### config.mk
export PLATFORM = sky130hd
export DESIGN_NAME = dest_addr_unit
export DESIGN_NICKNAME = d
export VERILOG_FILES = /design/src/dest_addr_unit.v
export VERILOG_INCLUDE_DIRS = /design/src
export SDC_FILE = /design/constraint.sdc
export NUM_CORES = 1
export LEC_CHECK = 0
export BUFFER_PORTS_ARGS = -buffer_cell sky130_fd_sc_hd__buf_2
export CORE_ASPECT_RATIO = 0.8
export CORE_UTILIZATION = 30
export CTS_BUF_LIST = sky130_fd_sc_hd__clkbuf_8
export DETAILED_ROUTE_END_ITERATION = 10
export PLACE_DENSITY_LB_ADDON = 0.15
export REMOVE_ABC_BUFFERS = 1
export SETUP_SLACK_MARGIN = 0.5
export SYNTH_ARGS = -nofsm -noshare
export SYNTH_HDL_FRONTEND = slang
export SYNTH_SLANG_ARGS = --single-unit
### constraint.sdc
create_clock -name clk_i -period 2.9 [get_ports clk_i]
set_input_delay 0.58 -clock clk_i [delete_from_list [all_inputs] [get_ports clk_i]]
set_output_delay 0.58 -clock clk_i [all_outputs]
set_load 0.01 [all_outputs]
### src/dest_addr_consts.vh
// Constants for the destination and indirect addressing unit
`ifndef DEST_ADDR_CONSTS_VH
`define DEST_ADDR_CONSTS_VH
// Addressing mode codes
`define MODE_DST_IDX 3'h0
`define MODE_DST_DIR_IMM 3'h1
`define MODE_DST_IDX_IMM 3'h2
`define MODE_DIR_DIR 3'h3
`define MODE_SRC_IND 3'h4
`define MODE_DST_IND 3'h5
// Operation codes
`define OP_COPY 2'h0
`define OP_ADD 2'h1
`define OP_AND 2'h2
`define OP_OR 2'h3
// Instruction lengths in bytes
`define LEN_TWO 2'h2
`define LEN_THREE 2'h3
// Reset values
`define ACC_RST 8'h00
`define IDX_RST 8'h00
`endif

### src/dest_addr_unit.v
// Destination and indirect addressing unit of an 8-bit core
// How it works
// - Indexed and immediate destination results go to RAM or register space as the reg_space_i bit selects; the other modes use RAM only.
// - Destination indexed forms the result address as operand one plus the index.
// - Destination indexed sources the accumulator and reads operand one plus index for math.
// - Destination indexed instructions are two bytes long.
// - Direct immediate writes at operand one using operand two, math reads operand one.
// - Indexed immediate writes at operand one plus index using operand two as source.
// - Both immediate destination modes are three bytes long.
// - Direct to direct copies RAM at operand two into RAM at operand one, copy only.
// - Direct to direct is three bytes long.
// - Source indirect reads a pointer at operand one and loads its target into A.
// - Destination indirect reads a pointer at operand one and stores A at its target.
// - Both indirect modes write the pointer plus one back after the access.
// - Indirect modes are accepted only for the indirect step copy.
// - Indirect instructions are two bytes long.
// - The index register is eight bits and offsets every indexed mode.
`timescale 1ns/1ps
`include "dest_addr_consts.vh"
module dest_addr_unit (
  input wire clk_i,
  input wire srst_i,
  input wire start_i,
  input wire [2:0] mode_i,
  input wire [1:0] op_i,
  input wire reg_space_i,
  input wire [7:0] oper1_i,
  input wire [7:0] oper2_i,
  input wire idx_load_i,
  input wire [7:0] idx_data_i,
  input wire [7:0] mem_rdata_i,
  output reg mem_rd_o,
  output reg mem_wr_o,
  output reg mem_reg_sel_o,
  output reg [7:0] mem_addr_o,
  output reg [7:0] mem_wdata_o,
  output reg [7:0] acc_o,
  output reg [7:0] idx_o,
  output reg [1:0] len_o,
  output reg busy_o,
  output reg done_o,
  output reg illegal_o
);
  // ==========================================
  // State and captured operands
  reg [2:0] state_r;
  reg [2:0] mode_r;
  reg [1:0] op_r;
  reg sel_r;
  reg [7:0] addr_r;
  reg [7:0] src_r;
  reg [7:0] ptr_r;
  wire [7:0] idx_sum;
  wire [8:0] idx_sum_full;
  wire [8:0] add_full;
  wire [8:0] ptr_inc_full;
  wire [7:0] ptr_inc;
  wire is_idx;
  wire legal;
  reg [7:0] alu;

  // ==========================================
  // Sequencer state codes
  localparam [2:0] ST_IDLE = 3'h0;
  localparam [2:0] ST_RD1 = 3'h1;
  localparam [2:0] ST_RDP = 3'h3;
  localparam [2:0] ST_ACC = 3'h4;
  localparam [2:0] ST_INC = 3'h5;
  localparam [2:0] ST_DONE = 3'h6;

  // ==========================================
  // Address and data arithmetic
  // Indexed address, carry dropped so it wraps in 8 bits
  assign idx_sum_full = {1'b0, oper1_i} + {1'b0, idx_o};
  assign idx_sum = idx_sum_full[7:0];
  // Pointer plus one, carry dropped so it wraps
  assign ptr_inc_full = {1'b0, ptr_r} + 9'h001;
  assign ptr_inc = ptr_inc_full[7:0];
  // Sum for add; the carry bit is dropped and not output
  assign add_full = {1'b0, src_r} + {1'b0, mem_rdata_i};
  assign is_idx = (mode_i == `MODE_DST_IDX) || (mode_i == `MODE_DST_IDX_IMM);
  // Copy-only modes refuse other operations
  assign legal = (mode_i <= `MODE_DST_IND) &&
    (((mode_i == `MODE_DIR_DIR) || (mode_i == `MODE_SRC_IND) || (mode_i == `MODE_DST_IND))
    ? (op_i == `OP_COPY) : 1'b1);

  // Combine source with memory operand
  always @* begin
    case (op_r)
      `OP_ADD: alu = add_full[7:0];
      `OP_AND: alu = src_r & mem_rdata_i;
      `OP_OR: alu = src_r | mem_rdata_i;
      default: alu = src_r;
    endcase
  end

  // ==========================================
  // Sequencer
  always @(posedge clk_i) begin
    if (srst_i) begin
      // Every register back to its reset value
      state_r <= ST_IDLE;
      mode_r <= 3'h0;
      op_r <= `OP_COPY;
      sel_r <= 1'b0;
      addr_r <= 8'h00;
      src_r <= 8'h00;
      ptr_r <= 8'h00;
      mem_rd_o <= 1'b0;
      mem_wr_o <= 1'b0;
      mem_reg_sel_o <= 1'b0;
      mem_addr_o <= 8'h00;
      mem_wdata_o <= 8'h00;
      acc_o <= `ACC_RST;
      idx_o <= `IDX_RST;
      len_o <= 2'h0;
      busy_o <= 1'b0;
      done_o <= 1'b0;
      illegal_o <= 1'b0;
    end else begin
      // Strobes last one cycle
      mem_rd_o <= 1'b0;
      mem_wr_o <= 1'b0;
      done_o <= 1'b0;
      illegal_o <= 1'b0;
      // Index loads only between instructions
      if (idx_load_i && state_r == ST_IDLE) begin
        idx_o <= idx_data_i;
      end
      case (state_r)
        ST_IDLE: begin
          if (start_i) begin
            if (!legal) begin
              illegal_o <= 1'b1;
            end else begin
              mode_r <= mode_i;
              op_r <= op_i;
              busy_o <= 1'b1;
              addr_r <= is_idx ? idx_sum : oper1_i;
              // Source: A for indexed, operand two for immediates
              src_r <= (mode_i == `MODE_DST_IDX) ? acc_o : oper2_i;
              // Lengths
              if (mode_i == `MODE_DST_IDX) begin
                len_o <= `LEN_TWO;
              end else if (mode_i == `MODE_DST_DIR_IMM || mode_i == `MODE_DST_IDX_IMM) begin
                len_o <= `LEN_THREE;
              end else if (mode_i == `MODE_DIR_DIR) begin
                len_o <= `LEN_THREE;
              end else begin
                len_o <= `LEN_TWO;
              end
              // First read: source byte, destination byte or pointer
              mem_rd_o <= 1'b1;
              if (mode_i == `MODE_DIR_DIR) begin
                sel_r <= 1'b0;
                mem_reg_sel_o <= 1'b0;
                mem_addr_o <= oper2_i;
                state_r <= ST_RD1;
              end else if (mode_i == `MODE_SRC_IND || mode_i == `MODE_DST_IND) begin
                sel_r <= 1'b0;
                mem_reg_sel_o <= 1'b0;
                mem_addr_o <= oper1_i;
                state_r <= ST_RDP;
              end else begin
                sel_r <= reg_space_i;
                mem_reg_sel_o <= reg_space_i;
                mem_addr_o <= is_idx ? idx_sum : oper1_i;
                state_r <= ST_RD1;
              end
            end
          end
        end
        ST_RD1: begin
          // Read data valid now; write result
          mem_wr_o <= 1'b1;
          mem_reg_sel_o <= sel_r;
          mem_addr_o <= addr_r;
          if (mode_r == `MODE_DIR_DIR) begin
            mem_wdata_o <= mem_rdata_i;
          end else begin
            mem_wdata_o <= alu;
          end
          state_r <= ST_DONE;
        end
        ST_RDP: begin
          // Pointer arrived; access its target
          ptr_r <= mem_rdata_i;
          mem_addr_o <= mem_rdata_i;
          if (mode_r == `MODE_SRC_IND) begin
            mem_rd_o <= 1'b1;
            state_r <= ST_ACC;
          end else begin
            mem_wr_o <= 1'b1;
            mem_wdata_o <= acc_o;
            state_r <= ST_INC;
          end
        end
        ST_ACC: begin
          // Target byte arrives; load accumulator
          acc_o <= mem_rdata_i;
          state_r <= ST_INC;
        end
        ST_INC: begin
          // Write back incremented pointer
          mem_wr_o <= 1'b1;
          mem_addr_o <= addr_r;
          mem_wdata_o <= ptr_inc;
          state_r <= ST_DONE;
        end
        ST_DONE: begin
          // Report completion and return to idle
          busy_o <= 1'b0;
          done_o <= 1'b1;
          state_r <= ST_IDLE;
        end
        default: begin
          // Unused codes fall back to idle
          state_r <= ST_IDLE;
        end
      endcase
    end
  end
endmodule

==> reports/qor.yml, run 1 <==
clock_tree:
  numClockSinks: 73
  clock_latency_ps: 380
  max-clock-path-buffers: 2
  cts_max_level: 3
  cts_tree: "built"
  path_clk_slew_ps: 80
  cts_root_buf: "clkbuf_8"
  cts_hold_buf: 0
  cts_buffers: 9
setup_path:
  reg2reg_slack_ps: 690
  end_kind: "flip-flop"
  crit_fanout: 17
  r2r-start: "state_r[2]"
  critical_path_class: "reg2reg"
  cp.required_ps: 3190
  cp-endpoint: "mem_wdata_o[7]"
  arrival_ps: 2510
  crit_family: "compound AO/OA/AOI/OAI gates"
  slowest_stage: "dfxtp_1"
  cp.depth: 5
  startpoint: "state_r[2]"
  reg2reg_depth: 5
  critical_path.max_stage_delay_ps: 560
  critPathLaunchType: "flip-flop"
  path_buf_inv: 0
  path_cells: "a21bo_2 -> a31oi_4 -> o21ai_1 -> or4_1 -> o211ai_1"
  r2r_end: "mem_wdata_o[7]"
floorplanning:
  die_area_sq_mm: 0.0161
  die_y_um: 114
  coreArea_sq_mm: 0.0151
  fp.dieW_um: 142
  start_util_pct: 30.9
  rows: 40
  io-pin-count: 82
final_layout:
  layout.cells.non_filler: 881
  drive_above_1_share_pct: 19.5
  syn2layout_area_growth_pct: 18.2
  fin_nets: 735
  diodes: 0
sta:
  post-route-period-util_pct: 76.4
  tns_ps: 0
  worst_slew_pin_slew_ps: 775
  finalHoldViolations: 0
  slew_viol_final: 0
  fmax_mhz: 452
  rsz0062_at_grt: "false"
  setup_violations: 0
  fin_skew_ps: 6.07
  final.min_clock_period_ps: 2210
  slew_headroom_pct: 48.2
global_route:
  antenna_found_initial: 0
  grt-ovfl-total: 0
  grt_use_total_pct: 20.3
  grt_max_degree: 56
  grt_pass1_wl_um: 24600
  grt_pass1_vias: 4299
route:
  routed-via-count: 4646
  drtAntennaViolNets: 0
  drt_wl_total_um: 15700
  avgRoutedWirePerCell_um: 17.8
  drtPass1Iterations: 5
  drtIter0Drc: 309
  vias_per_cell: 5.27
  drc: 0
synthesis:
  synth.most_common_cell: "nand2_1"
  yosysTopAreaCellShare_pct: 31.3
  ys_warn_count: 0
  synth_flop_cell: "dfxtp_1"
  synth_area_per_cell_sq_um: 7.85
  yosysUniqueCellTypes: 69
  yosysTopAreaCell: "dfxtp_1"
  netlist_area_sq_mm: 0.00467
  synth_area_leaders: "dfxtp_1 31%, ha_1 6.4%, a21oi_1 6.1%"
  synth_common_cells: "76 x nand2_1, 73 x dfxtp_1, 57 x a21oi_1"
  synth-seq-cells: 73
  synth_cells: 595
  async_flop_share_pct: 0
  yosysSeqAreaShare_pct: 31.3
  synth_edf_count: 0
hold_path:
  hold_class: "in2reg"
power:
  clkPwrFrac_pct: 31.5
  p_switching_uw: 911
  ir_drop_mv: 0.207
  swShare_pct: 33.5
  pwr-share-comb_pct: 26.0
  cellLeakagePower_uw: 0.00223
  cellPowerDensity_mw_per_mm2: 492
  p_seq_share_pct: 42.5
  p_int_uw: 1800
status:
  status: "finished clean"
place:
  hpwl_um: 11700
  io_buffer_count: 81
  dp.cells: 865
  gp_congestion: 0.939
flow_run:
  maxCapViolCount: 0
## metrics by stage
step	hold WS, ps	setup slack [ps]	power (uW)	cell area, sq um	utilization [%]
after detailed placement	458	381	1880	5310	35.1
after global routing	422	563	2870	5520	36.5
final	436	686	2720	5520	36.5
after floorplan	427	668	1580	4490	-
after CTS	416	594	2740	5510	36.4
after global placement	440	445	1860	5310	35.1
## cell usage in the layout (no fill, tap or decap), types with 10 or more instances in the layout
| master | count |
|---|---|
| nand3_1 | 16 |
| dfxtp_1 | 73 |
| o21ai_0 | 32 |
| inv_1 | 42 |
| mux2i_1 | 12 |
| nand2_1 | 76 |
| buf_2 | 81 |
| o22ai_1 | 11 |
| ha_1 | 24 |
| nor2_1 | 55 |
| o211ai_1 | 10 |
| a21oi_1 | 57 |
| buf_4 | 16 |
| clkbuf_8 | 11 |
## power by group through the flow
stage | Sequential (uW) | Clock [uW] | Combinational (uW)
floorplan | 1190 | 0 | 394
global placement | 1180 | 0 | 686
detailed placement | 1180 | 0 | 697
CTS | 1160 | 883 | 701
global route | 1170 | 923 | 782
finish | 1160 | 854 | 706
## flip-flops by register name (all words and copies together), names as in the netlist, 8 cells and up
name / flops
acc_o: 8
addr_r: 8
idx_o: 8
mem_addr_o: 8
mem_wdata_o: 8
ptr_r: 8
src_r: 8
## cell families (layout without fill, tap and decap cells)
kind of cell / Yosys count / count (layout) / share of synthesized area [%]
buffers and inverters: 79 / 155 / 7.20
xor gates and xnor gates: 10 / 10 / 1.87
adders and majority gates: 26 / 26 / 7.28
DFF: 73 / 73 / 31.3
muxes: 19 / 19 / 5.22
and+or+nand+nor: 203 / 203 / 20.5
AOI/OAI and AO/OA: 185 / 185 / 26.7
## how the worst min path moves through the flow
stage | start | end | slack, ps | cells past startpoint
finish | idx_data_i[3] | idx_o[3] | 440 | 3
floorplan | sel_r | sel_r | 430 | 2
global route | idx_data_i[5] | idx_o[5] | 420 | 3
detailed placement | addr_r[3] | addr_r[3] | 460 | 2
global placement | sel_r | sel_r | 440 | 2
CTS | idx_data_i[3] | idx_o[3] | 420 | 3
## worst register-to-register path, delay by kind of cell, from the launching register on
kind,cells,cell delay [ps]
AOI/OAI and AO/OA,4,1040
DFF,1,560
and+or+nand+nor,1,530
## metal layers
metal | share of wire (%) | vias up | GRT usage (%)
li1 | - | 2288 | -
met1 | 53 | 2219 | 30.7
met2 | 41 | 131 | 28.7
met3 | 5.5 | 8 | 4.74
met4 | 0.73 | 0 | 4.37
met5 | 0 | - | 0
## area by class of cell
| class | instances | area [sq um] |
|---|---|---|
| clock buffer | 11 | 151 |
| clock inverter | 4 | 43.8 |
| fill | 1637 | 9590 |
| inverter | 41 | 154 |
| multi-input combinational | 443 | 2880 |
| sequential | 73 | 1460 |
| tap | 210 | 263 |
| timing repair buffer | 99 | 566 |
## timing repair
action,CTS,global route
endpoints found under the hold margin,0,0
gates resized for setup,0,1
endpoints found under the setup margin,0,4
setup buffers,0,1
No activity file was read; power rests on OpenSTA's default activity.
==> inputs of run 2 (changes only) <==
ABC_AREA = 1   (was not set)
clock period = 2.25 ns   (was 2.9 ns; I/O delays follow)
==> run 2 against run 1 <==
  * The run now ends with DRC left
  * Wire length down 11%
  * Critical path depth up 9
  * Largest cell class unchanged
  * Synthesized area down 4.7%
  * Register-to-register slack worse by 210 ps
  * Clock power up 30%
==> reports/qor.yml, run 2 <==
synthesis:
  synth_common_cells: "163 x nand2_1, 85 x inv_1, 80 x a21oi_1"
  synth_area_per_cell_sq_um: 6.69
  yosysUniqueCellTypes: 46
  async_flop_share_pct: 0
  yosysSeqAreaShare_pct: 32.8
  ys_warn_count: 0
  yosysTopAreaCellShare_pct: 32.8
  synth_edf_count: 0
  synth.most_common_cell: "nand2_1"
  yosysTopAreaCell: "dfxtp_1"
  synth_area_leaders: "dfxtp_1 33%, nand2_1 14%, a21oi_1 9.0%"
  synth_flop_cell: "dfxtp_1"
  synth_cells: 665
  synth-seq-cells: 73
  netlist_area_sq_mm: 0.00445
floorplanning:
  start_util_pct: 30.9
  io-pin-count: 82
  coreArea_sq_mm: 0.0144
  die_y_um: 111
  die_area_sq_mm: 0.0153
  fp.dieW_um: 138
  rows: 39
hold_path:
  hold_class: "in2reg"
sta:
  final.min_clock_period_ps: 1770
  post-route-period-util_pct: 78.8
  fmax_mhz: 564
  slew_viol_final: 0
  rsz0062_at_grt: "true"
  slew_headroom_pct: 69.1
  fin_skew_ps: 9.66
  tns_ps: 0
  finalHoldViolations: 0
  whs_ps: 351
  worst_slew_pin_slew_ps: 464
  setup_violations: 0
clock_tree:
  path_clk_slew_ps: 80
  cts_hold_buf: 0
  cts_root_buf: "clkbuf_8"
  cts_max_level: 3
  clock_latency_ps: 360
  cts_buffers: 9
  cts_tree: "built"
  max-clock-path-buffers: 2
  numClockSinks: 73
setup_path:
  crit_fanout: 2
  slowest_stage: "dfxtp_2"
  critical_path_class: "reg2reg"
  path_buf_inv: 2
  crit_path_frequent_cell: "nand2_2"
  reg2reg_slack_ps: 480
  critical_path.max_stage_delay_ps: 360
  critPathLaunchType: "flip-flop"
  crit_family: "simple AND/OR/NAND/NOR gates"
  end_kind: "flip-flop"
  cp.required_ps: 2550
  path_cells: "ha_4 -> inv_2 -> fa_2 -> inv_2 -> nand2_2 -> nand2_2 -> nand3b_1 -> nand2_1 -> nand2_1 -> nand3_2 -> nand3_2 -> nand2_2 -> nand2_2 -> a21oi_2"
  arrival_ps: 2080
route:
  routed-via-count: 4583
  drt_wl_total_um: 14000
  avgRoutedWirePerCell_um: 14.8
  drtPass1Iterations: 8
  drtAntennaViolNets: 0
  drtIter0Drc: 261
  vias_per_cell: 4.86
  drc: 12
global_route:
  grt_max_degree: 32
  grt_pass1_vias: 4339
  grt-ovfl-total: 0
  antenna_found_initial: 0
  grt_use_total_pct: 18.6
  grt_pass1_wl_um: 22500
power:
  total_power_uw: 4200
  cellLeakagePower_uw: 0.00261
  ir_drop_mv: 0.336
  cellPowerDensity_mw_per_mm2: 766
final_layout:
  drive_above_1_share_pct: 24.1
  fin_area_sq_mm: 0.00549
  final_common_cell: "nand2_1"
  syn2layout_area_growth_pct: 23.3
  final_cell_mix: "155 x nand2_1, 81 x buf_2, 80 x inv_1, 77 x a21oi_1, 67 x dfxtp_1"
  diodes: 0
  fin_nets: 822
status:
  violations: "DRC"
  status: "finished with violations"
flow_run:
  maxCapViolCount: 0
place:
  postPlaceCellArea_sq_mm: 0.00506
  hpwl_um: 10600
  gp_congestion: 0.877
  io_buffer_count: 81
run 2: changes by cell type in the layout (fill, tap and decap cells not counted), sizes merged, moves of 12 or more:
cell,change
inv,+46
o21ai,+30
nand3,+20
a21oi,+22
nand2,+92
mux2i,-12
run 2: kinds of logic (layout without fill, tap and decap cells):
family                     count (synthesis)  in the layout  share of synthesized area, %
xor gates and xnor gates                   4              4                         0.787
muxes                                      3              3                         0.759
DFF                                       73             73                          32.8
AOI/OAI and AO/OA                        163            163                          19.8
and+or+nand+nor                          283            283                          27.5
buffers and inverters                    113            207                          10.7
adders and majority gates                 26             26                          7.64
run 2: path summary, 6_finish.rpt:
kind                 startpoint             to  depth (start not counted)
setup / recovery       idx_o[0]  mem_addr_o[6]                         14
hold / removal    idx_data_i[2]       idx_o[2]                          3
setup reg to reg       idx_o[0]  mem_addr_o[6]                         14
hold reg to reg       addr_r[1]      addr_r[1]                          2
run 2: cell type report:
type                       count  area, sq um
clock inverter                 5         53.8
clock buffer                  11          151
tap                          184          230
sequential                    73         1470
inverter                      90          339
timing repair buffer         101          563
fill                        1568         8900
multi-input combinational    479         2680
run 2: repair_timing:
action                                  CTS  global route
pin swaps                                 6            10
setup buffers                             4             1
endpoints found under the setup margin    9            40
gates resized for setup                  14            40
run 2: where the power goes:
part	switching, uW	internal, uW
sequential	141	1490
clock	538	569
combinational	910	557
run 2: stage by stage:
step | cells | setup slack [ps] | utilization, %
floorplan | 642 | -72.7 | -
global placement | 922 | 53.8 | 35.2
detailed placement | 922 | 27.6 | 35.2
CTS | 942 | 424 | 37.2
global route | 943 | 371 | 38.1
finish | 943 | 476 | 38.1
run 2: per-layer routing:
| metal | global-route usage [%] | routed length [um] | up-vias |
|---|---|---|---|
| met5 | 0 | 0 | - |
| met4 | 4.79 | 142 | 0 |
| met3 | 3.33 | 649 | 15 |
| met2 | 27.7 | 5850 | 116 |
| met1 | 27.5 | 7330 | 2101 |
| li1 | - | - | 2351 |
run 2: worst reg2reg max path: stages, from the launching register on:
cell and delay (ps):
dfxtp_2 360, ha_4 130, inv_2 30, fa_2 350, inv_2 60, nand2_2 50
nand2_2 60, nand3b_1 120, nand2_1 90, nand2_1 60, nand3_2 70, nand3_2 90
nand2_2 80, nand2_2 50, a21oi_2 120
==> inputs of run 3 (changes only) <==
ABC_AREA = 0   (was 1)
clock period = 1.6 ns   (was 2.25 ns; I/O delays follow)
==> run 3 against run 2 <==
  * The run ends with setup timing left
  * Worst hold slack worse by 200 ps
  * Core utilization is 16 points higher
  * Cell area is 49% higher
  * Combinational power is 68% higher
  * Clock-buffer cell count is 2 lower
  * Maximum frequency is 9.9% lower
  * Final cell count is 10% higher
  * Clock power is 80% higher
  * Non-clock buffer count is 157 higher
  * Worst setup slack worse by 850 ps
  * Clock skew is 3.0 ps higher
  * Register-to-register slack worse by 850 ps
  * Largest power group is now combinational logic
==> reports/qor.yml, run 3 (synthesis gave the netlist of run 1 again) <==
route:
  drtIter0Drc: 347
  routed-via-count: 5523
  drc: 0
  drt_wl_total_um: 19700
  avgRoutedWirePerCell_um: 18.9
  drtAntennaViolNets: 0
  vias_per_cell: 5.30
  drtPass1Iterations: 7
sta:
  worst_slew_pin_slew_ps: 893
  post-route-period-util_pct: 123
  slew_viol_final: 0
  fin_skew_ps: 12.7
  whs_ps: 154
  timing.final.ws_setup_ps: -370
  slew_headroom_pct: 40.5
  finalHoldViolations: 0
  setup_violations: 20
  fmax_mhz: 508
  rsz0062_at_grt: "true"
  final.min_clock_period_ps: 1970
floorplanning:
  io-pin-count: 82
  die_area_sq_mm: 0.0161
  die_y_um: 114
  fp.dieW_um: 142
  rows: 40
  start_util_pct: 30.9
  coreArea_sq_mm: 0.0151
hold_path:
  hold_class: "in2reg"
  worstHoldStart: "idx_data_i[4]"
  holdPathStages: 3
power:
  cellPowerDensity_mw_per_mm2: 802
  pwr-share-comb_pct: 37.6
  swShare_pct: 32.3
  p_seq_share_pct: 32.0
  p_int_uw: 4450
  clkPwrFrac_pct: 30.4
  p_switching_uw: 2130
  cellLeakagePower_uw: 0.00337
  ir_drop_mv: 0.502
final_layout:
  diodes: 0
  drive_above_1_share_pct: 57.6
  syn2layout_area_growth_pct: 75.5
  final_common_cell: "buf_4"
  fin_nets: 895
  postLayoutCoreUtil_pct: 54.3
  fin_area_sq_mm: 0.00820
  final_cell_mix: "122 x buf_4, 82 x buf_6, 52 x nand2_1, 43 x buf_2, 38 x dfxtp_2"
clock_tree:
  cts_buffers: 9
  numClockSinks: 73
  path_clk_slew_ps: 90
  clock_latency_ps: 390
  cts_tree: "built"
  cts_max_level: 3
  cts_root_buf: "clkbuf_8"
  max-clock-path-buffers: 2
  cts_hold_buf: 0
global_route:
  grt_pass1_wl_um: 30300
  grt_max_degree: 56
  grt_pass1_vias: 5386
  antenna_found_initial: 0
  grt_use_total_pct: 25.0
  grt-ovfl-total: 0
setup_path:
  critPathLaunchType: "flip-flop"
  crit_fanout: 2
  critical_path_class: "reg2reg"
  reg2reg_depth: 6
  r2r-start: "src_r[0]"
  startpoint: "src_r[0]"
  end_kind: "flip-flop"
  cp.required_ps: 1870
  arrival_ps: 2240
place:
  gp_congestion: 0.882
  hpwl_um: 13200
  dp_slack_ps: -608
  io_buffer_count: 81
  postPlaceCellArea_sq_mm: 0.00613
flow_run:
  maxCapViolCount: 0
status:
  status: "finished with violations"
  violations: "setup timing"
run 3: cell types whose count changed in the layout (fill, tap and decap cells not counted), moves of 25 or more:
cell     before  now
nand2_1     155   52
buf_6         2   82
a21oi_2       3   31
dfxtp_1      67   30
dfxtp_2       6   38
inv_1        80   35
a21oi_1      77   26
buf_4        18  122
o21ai_0      51   26
buf_2        81   43
run 3: repair_timing:
| item | in CTS | in global routing |
|---|---|---|
| endpoints found under the setup margin | 112 | 113 |
| gates resized for setup | 270 | 73 |
| gates cloned | 4 | 1 |
| pin swaps | 86 | 42 |
| buffers inserted | 39 | 10 |
| endpoints found under the hold margin | 0 | 0 |
run 3: worst max-delay path: stages (launching register included):
cell,delay [ps]
dfxtp_2,340
ha_4,170
fa_2,430
mux4_2,460
mux2_4,270
a21oi_2,120
a21oi_1,70
run 3: area by class of cell:
class,instances,area (sq um)
Timing Repair Buffer,258,2270
Inverter,41,160
Clock inverter,7,134
Multi-Input combinational cell,444,3720
Sequential cell,73,1530
Tap cell,210,263
Clock buffer,9,124
Fill cell,1441,6910
run 3: power by group through the flow:
stage / registers (uW) / logic [uW] / clock network, uW
2_1_floorplan: 2160 / 713 / 0
3_3_place_gp: 2100 / 1580 / 0
3_5_place_dp: 2100 / 1600 / 0
4_1_cts: 2100 / 2240 / 2040
5_1_grt: 2120 / 2650 / 2120
6_report: 2110 / 2470 / 2000
run 3: per-layer routing:
layer  share of wire, %  GRT usage [%]  vias to the layer above
li1                   -              -                     2619
met1                 50           36.4                     2707
met2                 43           37.1                      183
met3                6.2           6.00                       14
met4               0.94           5.52                        0
met5                  0              0                        -
run 3: through the flow:
stage / total power (uW) / instances / setup TNS, ps
after floorplan: 2870 / 557 / -10370
after global placement: 3680 / 972 / -9910
after detailed placement: 3710 / 972 / -11550
after CTS: 6380 / 1031 / -3400
after global routing: 6890 / 1042 / -5650
final: 6580 / 1042 / -3830
run 3: final timing paths:
check,slack (ps),endpoint
max,-370,mem_wdata_o[1]
max reg2reg,-370,mem_wdata_o[1]
min reg2reg,480,sel_r
min,150,idx_o[4]
